<file path="config.mk">
export PLATFORM = sky130hd
export DESIGN_NAME = wdt_top
export DESIGN_NICKNAME = d
export VERILOG_FILES = /design/src/rtl/wdt_pkg.sv /design/src/rtl/wdt_sticky.sv /design/src/rtl/wdt_counter.sv /design/src/rtl/wdt_top.sv
export SDC_FILE = /design/constraint.sdc
export NUM_CORES = 1
export LEC_CHECK = 0
export ABC_AREA = 1
export BUFFER_PORTS_ARGS = -buffer_cell sky130_fd_sc_hd__buf_2
export CAP_MARGIN = 0
export CORE_AREA = 2 2 92 94
export CTS_BUF_LIST = sky130_fd_sc_hd__clkbuf_8
export CTS_CLUSTER_SIZE = 25
export DETAILED_ROUTE_END_ITERATION = 12
export DIE_AREA = 0 0 94 96
export HOLD_SLACK_MARGIN = 0.05
export PLACE_DENSITY = 0.65
export SLEW_MARGIN = 20
export SYNTH_ARGS = -nofsm -noshare
export SYNTH_HDL_FRONTEND = slang
export SYNTH_HIERARCHICAL = 1
export SYNTH_SLANG_ARGS = --single-unit
</file>
<file path="constraint.sdc">
create_clock -name clk_in -period 1.79 [get_ports clk_in]
set_clock_uncertainty 0.1 [all_clocks]
set_input_delay 0.2685 -clock clk_in [delete_from_list [all_inputs] [get_ports clk_in]]
set_output_delay 0.2685 -clock clk_in [all_outputs]
set_load 0.01 [all_outputs]
</file>
<file path="src/rtl/wdt_pkg.sv">
// Purpose: Shared constants of the write-once watchdog timer
// Assumes: 8-bit register port, 100 MHz system clock
// Notes: Offsets are byte indices on the register port
`default_nettype none

package wdt_pkg;
   // ==========================================
   // Register port
   localparam int ADDR_W = 8;
   localparam int DATA_W = 8;
   localparam logic [7:0] OFS_MODE = 8'h00;
   localparam logic [7:0] OFS_KEY = 8'h01;
   localparam logic [7:0] OFS_STATUS = 8'h02;
   localparam logic [7:0] OFS_MASK = 8'h03;
   localparam logic [7:0] OFS_COUNT = 8'h04;
   localparam logic [7:0] OFS_STATE = 8'h05;

   // ==========================================
   // Mode register layout and values
   localparam int MODE_FIX_LSB = 5;
   localparam int MODE_STOP_BIT = 4;
   localparam int MODE_SEL_MSB = 2;
   localparam logic [2:0] MODE_FIXED = 3'h3;
   localparam logic [7:0] MODE_RESET = 8'h67;
   localparam logic [7:0] MODE_RD_MASK = 8'hf7;

   // ==========================================
   // Restart key register values
   localparam logic [7:0] KEY_RESTART = 8'hac;
   localparam logic [7:0] KEY_READBACK = 8'h9a;

   // ==========================================
   // Counter
   localparam int CNT_W = 18;
   localparam int OVF_BASE = 10;

   // ==========================================
   // Event and status bits
   localparam int NUM_EVT = 5;
   localparam int EVT_OVERFLOW = 0;
   localparam int EVT_BAD_KEY = 1;
   localparam int EVT_KEY_BITOP = 2;
   localparam int EVT_MODE_AGAIN = 3;
   localparam int EVT_SW_STOP = 4;
   localparam logic [4:0] MASK_RESET = 5'h00;

   // ==========================================
   // Configuration state
   typedef enum logic [2:0] {
      WDT_UNCONF = 3'h1,
      WDT_CONF = 3'h2,
      WDT_HALTED = 3'h4
   } wdt_cfg_t;
endpackage : wdt_pkg

`default_nettype wire

</file>
<file path="src/rtl/wdt_sticky.sv">
// Purpose: One sticky event flag, write-one-to-clear
// Assumes: Set and clear are single-cycle pulses
// Notes: A set in the clearing cycle wins
`default_nettype none

module wdt_sticky (
   input wire logic clk_in,
   input wire logic reset_n_in,
   input wire logic set_in,
   input wire logic clear_in,
   output logic flag_out
);
   // ==========================================
   // Flag
   always_ff @(posedge clk_in) begin
      if (!reset_n_in) begin
         flag_out <= 1'b0;
      end else if (set_in) begin
         flag_out <= 1'b1;
      end else if (clear_in) begin
         flag_out <= 1'b0;
      end
   end
endmodule : wdt_sticky

`default_nettype wire

</file>
<file path="src/rtl/wdt_counter.sv">
// Purpose: Watchdog up-counter with clear and count enable
// Assumes: Enable is one tick of the oscillator source
// Notes: Clear takes priority over counting
`default_nettype none

module wdt_counter #(
   parameter int WIDTH = 18
) (
   input wire logic clk_in,
   input wire logic reset_n_in,
   input wire logic clear_in,
   input wire logic count_in,
   output logic [WIDTH-1:0] value_out
);
   // ==========================================
   // Count
   always_ff @(posedge clk_in) begin
      if (!reset_n_in) begin
         value_out <= '0;
      end else if (clear_in) begin
         value_out <= '0;
      end else if (count_in) begin
         value_out <= value_out + {{(WIDTH-1){1'b0}}, 1'b1};
      end
   end
endmodule : wdt_counter

`default_nettype wire

</file>
<file path="src/rtl/wdt_top.sv">
// Purpose: Write-once watchdog timer with restart key
// Assumes: All inputs synchronous to clk_in
// Notes: Oscillator ticks arrive as one-cycle pulses
//        Internal reset is a one-cycle request; the system reset logic acts on it
//        The build option strap is read once after each reset release
//
// Function
// - A mode register write stalls the processor for one wait cycle.
// - Only the first byte write after reset configures the mode register.
// - A second mode register write raises the internal reset.
// - Reset causes while the source clock is stopped wait for it to resume.
// - Single-bit operations on the mode register do not configure it.
// - Software clock stop halts counting for good, without internal reset.
// - Writing anything but the restart key raises the internal reset.
// - A single-bit operation on the restart key register raises reset.
// - The restart key register reads a fixed value unlike the key.
// - Non-stoppable option counts always, also during STOP.
// - Counter overflow without restart raises the internal reset.
// - Stoppable option suspends counting during HALT and STOP.
// - After HALT or STOP the held count and clock selection resume.
`default_nettype none

module wdt_top (
   input wire logic clk_in,
   input wire logic reset_n_in,
   input wire logic [wdt_pkg::ADDR_W-1:0] addr_in,
   input wire logic [wdt_pkg::DATA_W-1:0] wdata_in,
   input wire logic wr_in,
   input wire logic rd_in,
   input wire logic bit_op_in,
   output logic [wdt_pkg::DATA_W-1:0] rdata_out,
   input wire logic nonstop_option_in,
   input wire logic osc_tick_in,
   input wire logic halt_in,
   input wire logic stop_in,
   output logic cpu_wait_out,
   output logic internal_reset_out,
   output logic irq_out
);
   import wdt_pkg::*;

   // ==========================================
   // Declarations
   wdt_cfg_t cfg_state;
   wdt_cfg_t next_cfg_state;
   logic nonstop;
   logic strap_taken;
   logic [7:0] watchdog_mode;
   logic [NUM_EVT-1:0] irq_mask;
   logic [NUM_EVT-1:0] status;
   logic [NUM_EVT-1:0] events;
   logic [NUM_EVT-1:0] clear_bits;
   logic [CNT_W-1:0] count;
   logic [CNT_W-1:0] limit;
   logic wr_mode;
   logic wr_key;
   logic mode_take;
   logic mode_fixed_ok;
   logic mode_again;
   logic key_good;
   logic key_bad;
   logic key_bitop;
   logic sw_stop;
   logic src_running;
   logic count_en;
   logic overflow;
   logic cause;
   logic pending;
   logic fire;
   logic cnt_clear;
   logic wr_status;
   logic wr_mask;
   logic cpu_asleep;
   logic [DATA_W-1:0] next_rdata;

   // ==========================================
   // Build option strap
   // Caught once after reset release, never under reset itself
   always_ff @(posedge clk_in) begin
      if (!reset_n_in) begin
         strap_taken <= 1'b0;
         nonstop <= 1'b0;
      end else if (!strap_taken) begin
         strap_taken <= 1'b1;
         nonstop <= nonstop_option_in;
      end
   end

   // ==========================================
   // Access decode
   assign wr_mode = wr_in && (addr_in == OFS_MODE);
   assign wr_key = wr_in && (addr_in == OFS_KEY);
   // Bit operations could clear flags they never meant to touch, so they are dropped
   assign wr_status = wr_in && !bit_op_in && (addr_in == OFS_STATUS);
   assign wr_mask = wr_in && (addr_in == OFS_MASK);

   // Upper bits must hold the fixed pattern when the oscillator cannot stop
   assign mode_fixed_ok = !nonstop ||
      (wdata_in[7:MODE_FIX_LSB] == MODE_FIXED);

   // Only a byte write in the unconfigured state configures
   assign mode_take = wr_mode && !bit_op_in &&
      (cfg_state == WDT_UNCONF);

   // Any write attempt after configuration is fatal
   assign mode_again = wr_mode && (cfg_state != WDT_UNCONF);

   // A bit operation on the key register is fatal whatever it writes
   always_comb begin
      key_good = 1'b0;
      key_bad = 1'b0;
      key_bitop = 1'b0;
      if (wr_key) begin
         if (bit_op_in) begin
            key_bitop = 1'b1;
         end else if (wdata_in == KEY_RESTART) begin
            key_good = 1'b1;
         end else begin
            key_bad = 1'b1;
         end
      end
   end

   // Software stop only exists with the stoppable option
   assign sw_stop = mode_take && mode_fixed_ok && !nonstop &&
      wdata_in[MODE_STOP_BIT];

   // ==========================================
   // Configuration state
   always_comb begin
      next_cfg_state = cfg_state;
      unique case (cfg_state)
         WDT_UNCONF: begin
            if (sw_stop) begin
               next_cfg_state = WDT_HALTED;
            end else if (mode_take) begin
               next_cfg_state = WDT_CONF;
            end
         end
         WDT_CONF: begin
            next_cfg_state = WDT_CONF;
         end
         WDT_HALTED: begin
            // Clearing the stop bit later cannot leave this state
            next_cfg_state = WDT_HALTED;
         end
         default: begin
            next_cfg_state = WDT_UNCONF;
         end
      endcase
   end

   always_ff @(posedge clk_in) begin
      if (!reset_n_in) begin
         cfg_state <= WDT_UNCONF;
      end else begin
         cfg_state <= next_cfg_state;
      end
   end

   // ==========================================
   // Mode register
   // A value with the wrong fixed bits is dropped, but the one write is used
   always_ff @(posedge clk_in) begin
      if (!reset_n_in) begin
         watchdog_mode <= MODE_RESET;
      end else if (mode_take && mode_fixed_ok) begin
         watchdog_mode <= wdata_in;
      end
   end

   // Processor stall for the mode write
   // Bit operations stall too, since they are still mode writes
   always_ff @(posedge clk_in) begin
      if (!reset_n_in) begin
         cpu_wait_out <= 1'b0;
      end else begin
         cpu_wait_out <= wr_mode;
      end
   end

   // ==========================================
   // Source clock and counting
   // The clock selection lives in the mode register, so it survives HALT/STOP
   assign cpu_asleep = halt_in || stop_in;
   assign src_running = nonstop ||
      ((cfg_state != WDT_HALTED) && !cpu_asleep);

   assign count_en = osc_tick_in && src_running;

   // ==========================================
   // Period select
   // Overflow period doubles with each step of the selection field
   always_comb begin
      unique case (watchdog_mode[MODE_SEL_MSB:0])
         3'h0: begin
            limit = CNT_W'((1 << OVF_BASE) - 1);
         end
         3'h1: begin
            limit = CNT_W'((1 << (OVF_BASE + 1)) - 1);
         end
         3'h2: begin
            limit = CNT_W'((1 << (OVF_BASE + 2)) - 1);
         end
         3'h3: begin
            limit = CNT_W'((1 << (OVF_BASE + 3)) - 1);
         end
         3'h4: begin
            limit = CNT_W'((1 << (OVF_BASE + 4)) - 1);
         end
         3'h5: begin
            limit = CNT_W'((1 << (OVF_BASE + 5)) - 1);
         end
         3'h6: begin
            limit = CNT_W'((1 << (OVF_BASE + 6)) - 1);
         end
         3'h7: begin
            limit = CNT_W'((1 << (OVF_BASE + 7)) - 1);
         end
      endcase
   end

   // A late first write may pick a period shorter than the count so far
   assign overflow = count_en && (count >= limit);

   // Restart and an internal reset both start the count over
   assign cnt_clear = key_good || fire || overflow;

   wdt_counter #(
      .WIDTH(CNT_W)
   ) u_counter (
      .clk_in(clk_in),
      .reset_n_in(reset_n_in),
      .clear_in(cnt_clear),
      .count_in(count_en),
      .value_out(count)
   );

   // ==========================================
   // Internal reset request
   // Causes are held while the source clock is stopped
   assign cause = overflow || key_bad || key_bitop || mode_again;
   assign fire = pending && src_running;

   always_ff @(posedge clk_in) begin
      if (!reset_n_in) begin
         pending <= 1'b0;
      end else if (cause) begin
         pending <= 1'b1;
      end else if (fire) begin
         pending <= 1'b0;
      end
   end

   // Registered so the request leaves as a clean one-cycle pulse
   always_ff @(posedge clk_in) begin
      if (!reset_n_in) begin
         internal_reset_out <= 1'b0;
      end else begin
         internal_reset_out <= fire;
      end
   end

   // ==========================================
   // Event flags and interrupt
   assign events[EVT_OVERFLOW] = overflow;
   assign events[EVT_BAD_KEY] = key_bad;
   assign events[EVT_KEY_BITOP] = key_bitop;
   assign events[EVT_MODE_AGAIN] = mode_again;
   assign events[EVT_SW_STOP] = sw_stop;

   assign clear_bits = wr_status ? wdata_in[NUM_EVT-1:0] : '0;

   // Flags keep their event until software writes a one to them
   for (genvar i = 0; i < NUM_EVT; i++) begin : g_evt
      wdt_sticky u_flag (
         .clk_in(clk_in),
         .reset_n_in(reset_n_in),
         .set_in(events[i]),
         .clear_in(clear_bits[i]),
         .flag_out(status[i])
      );
   end

   always_ff @(posedge clk_in) begin
      if (!reset_n_in) begin
         irq_mask <= MASK_RESET;
      end else if (wr_mask) begin
         irq_mask <= wdata_in[NUM_EVT-1:0];
      end
   end

   // A set bit in the mask lets that event through
   assign irq_out = |(status & irq_mask);

   // ==========================================
   // Read port
   // Unmapped addresses read zero
   always_comb begin
      next_rdata = 8'h00;
      if (rd_in) begin
         unique case (addr_in)
            OFS_MODE: begin
               next_rdata = watchdog_mode & MODE_RD_MASK;
            end
            OFS_KEY: begin
               next_rdata = KEY_READBACK;
            end
            OFS_STATUS: begin
               next_rdata = {{(8-NUM_EVT){1'b0}}, status};
            end
            OFS_MASK: begin
               next_rdata = {{(8-NUM_EVT){1'b0}}, irq_mask};
            end
            OFS_COUNT: begin
               next_rdata = count[CNT_W-1:CNT_W-8];
            end
            OFS_STATE: begin
               next_rdata = {2'h0, nonstop, src_running, pending, cfg_state};
            end
            default: begin
               next_rdata = 8'h00;
            end
         endcase
      end
   end

   // Data stands one cycle only, so a stale value never looks like a fresh read
   always_ff @(posedge clk_in) begin
      if (!reset_n_in) begin
         rdata_out <= 8'h00;
      end else begin
         rdata_out <= next_rdata;
      end
   end
endmodule : wdt_top

`default_nettype wire

</file>
==> summary.md <==
| Metric | Value |
|---|---|
| Status | `finished, violations left` |
| Violated checks | `negative setup slack` |
| Max Slew Vio Count | `0` |
| RSZ-0062 raised after global routing | `true` |
| Largest area contributor in the netlist | `dfxtp_1` |
| Fin Hold WS | `approximately 66 ps` |
| GPL Wtd Cong | `0.916` |
| Leakage | `between 0.0015 and 0.002 uW` |
| Num CTS Buffers | `9` |
| Vias | `3106` |
| Post-route DRC | `0` |
| Combinational power share | `7.0%` |
| Ys async rst share | `0%` |
| Clk sinks | `58` |
| Sw power | `around 670 uW` |
| Pwr dens | `between 700 and 800 mW/mm^2` |
| Most frequent cells after synthesis | `116 x nand2_1, 72 x inv_1, 70 x nor2_1` |
| Die W | `94 um` |
| Maxcap violations | `0` |
| Worst Slack Setup Final | `-110 ps` |
| FF/Latch Area | `roughly 0.0012 mm^2` |
| Final setup fails | `14` |
| CP Launch Type | `flip-flop` |
| Net switching fraction of the power | `24.3%` |
| Worst Setup End Kind | `flip-flop` |
| Worst skew pair latency | `340 ps` |
| Root Driver | `clkbuf_8` |
| Die footprint | `around 0.0090 mm^2` |
| CTS tree | `built` |
| Register area share after synthesis | `37.2%` |
| Synth warn | `6` |
| Hold Crit Class | `primary input to flip-flop` |
| Pin count of the biggest net entering global routing | `14` |
| Depth of the CTS H-tree | `3` |
| Tmin final | `around 1900 ps` |
| Initial antenna violation count | `0` |
| WL/cell | `12.7 um` |
| Post-synth EDFFs | `0` |
| Mapped cell area | `roughly 0.0031 mm^2` |
| PortBufs | `35` |
| Final net count | `568` |
| Layout cells sized above 1 | `24.8%` |
| CTS max path bufs | `2` |
| Routed Wire Length | `8210 um` |
| Antenna viol nets, final | `0` |
| Fill count | `between 800 and 900` |
| Fin. Hold Viols | `0` |
| Syn nets | `502` |
| Initial DRC count | `195` |
| # IOs | `36` |
| Tot GR Track Use | `19.5%` |
| Via-to-Cell Ratio | `around 4.8` |
| Arr. time, crit path | `2060 ps` |
| Sequential power share | `47.6%` |
| Vias in the first global route | `2820` |
| Clock network power share | `45.4%` |
| Diode count | `0` |
| Yosys reg bits | `58` |
| Cells after synthesis | `469` |
| Int Power | `2080 uW` |
| Overflow after GRT | `0` |
| Maximum fanout along the worst path | `6` |
| DP Wirelength | `6150 um` |
| Synth top area share | `37.2%` |
| Chip Height | `96 um` |
| Fmax | `526 MHz` |
| Synth area leaders | `dfxtp_1 37%, nand2_1 14%, inv_1 8.7%, nor2_1 8.4%, nand3_1 6.7%` |
| Core footprint | `0.00805 mm^2` |
| Crit Path Category | `flip-flop to flip-flop` |
| Setup TNS | `-1120 ps` |
| Row count | `33` |
| Initial Utilization | `38.8%` |
| Pre-Repair DR Iteration Count | `4` |
| Global-route wire length before repair | `13500 um` |
| Area Growth Syn to Fin | `24.4%` |
| Final period util | `106%` |
| Ys flop type | `dfxtp_1` |
| Max_slew headroom | `74.3%` |
| WP data required | `1950 ps` |
| Area occupied by multi-input gates | `0.00171 mm^2` |
| Count leader, synth | `nand2_1` |
| Clock transition at the registers of the reported paths | `60 ps` |
| Synth unique cells | `34` |
| Worst-Margin Slew | `383 ps` |
| Syn avg cell area | `6.66 um^2` |
| Worst VDD drop | `0.344 mV` |
-- final cells by class --
class | count | share of cell area (%)
multi-input cells | 328 | 44.1
flip-flops and latches | 58 | 30.0
repair buffers | 61 | 9.73
inverters | 77 | 7.51
clock buffers | 11 | 3.90
well taps | 105 | 3.38
clock inverters | 5 | 1.39
-- power by group through the flow --
| stage | Sequential [uW] | Clock, uW | Combinational [uW] |
|---|---|---|---|
| 4_1_cts | 1310 | 1270 | 181 |
| 6_report | 1310 | 1250 | 191 |
| 3_3_place_gp | 1340 | 0 | 170 |
| 5_1_grt | 1310 | 1330 | 210 |
| 2_1_floorplan | 1340 | 0 | 103 |
| 3_5_place_dp | 1340 | 0 | 174 |
-- per-stage QoR --
step                cell area [um^2]  setup slack, ps  total power (uW)  utilization [%]  std cells
floorplan                       3130             3.79              1440                -        469
global placement                3570            -67.5              1510             44.3        626
detailed placement              3570            -99.9              1510             44.3        626
CTS                             3830            -30.6              2760             47.6        643
global route                    3880             -214              2850             48.2        645
finish                          3880             -110              2750             48.2        645
-- worst paths after layout --
check | startpoint | endpoint | slack (ps) | depth (start not counted)
setup / recovery | u_counter/value_out[11] | u_counter/value_out[11] | -110 | 13
hold reg to reg | strap_taken | nonstop | 340 | 1
hold / removal | wdata_in[6] | watchdog_mode[6] | 70 | 3
setup reg to reg | u_counter/value_out[11] | u_counter/value_out[11] | -110 | 13
-- metal layers --
layer / global-route usage [%] / routed length, um
met5: 0 / 0
met4: 5.19 / 48
met3: 4.70 / 557
met2: 31.9 / 3810
met1: 25.8 / 3800
-- logic make-up (layout without fill, tap and decap cells) --
logic type,count (synthesis),in the layout,share of synthesized area [%]
compound gates,52,52,9.86
buf+inv,83,154,10.5
flops,58,58,37.2
fa+ha+maj,8,8,3.21
simple gates,267,267,39.0
xor+xnor,1,1,0.280
-- sequential cells by signal, summed over array words and instances (netlist names) --
name / flops
u_counter/value_out: 18
cfg_state: 3
irq_mask: 5
rdata_out: 8
pending: 1
internal_reset_out: 1
cpu_wait_out: 1
nonstop: 1
g_evt.u_flag/flag_out: 5
watchdog_mode: 7
strap_taken: 1
limit: 7
-- what timing repair did --
action,4_1_cts,5_1_grt
gates cloned,1,0
resized for setup,11,17
endpoints found under the hold margin,0,0
hold buffers,0,0
pin swaps,3,14
buffers inserted,0,2
endpoints found under the setup margin,18,19
-- critical path: stages (launching register included) --
cell,delay (ps)
dfxtp_1,380
ha_4,220
nand2_1,70
nand2_1,70
nand2_1,60
nand2_1,60
a21oi_2,110
nand2_1,80
nand2_2,80
nand3_2,80
nor2_4,200
buf_6,160
o21ai_2,50
a21oi_1,110
-- layout by cell type (no fill, tap or decap), types with 7 or more instances in the layout --
master	count
nor2_4	7
nor2_1	67
nand4_1	11
nand2_2	13
dfxtp_1	56
a21oi_2	8
nand2_1	110
buf_4	24
nand3_1	40
o21ai_0	11
a21oi_1	23
clkbuf_8	11
inv_1	70
nor2_2	8
buf_2	35
Note: power is estimated with default switching activity, not from simulation.
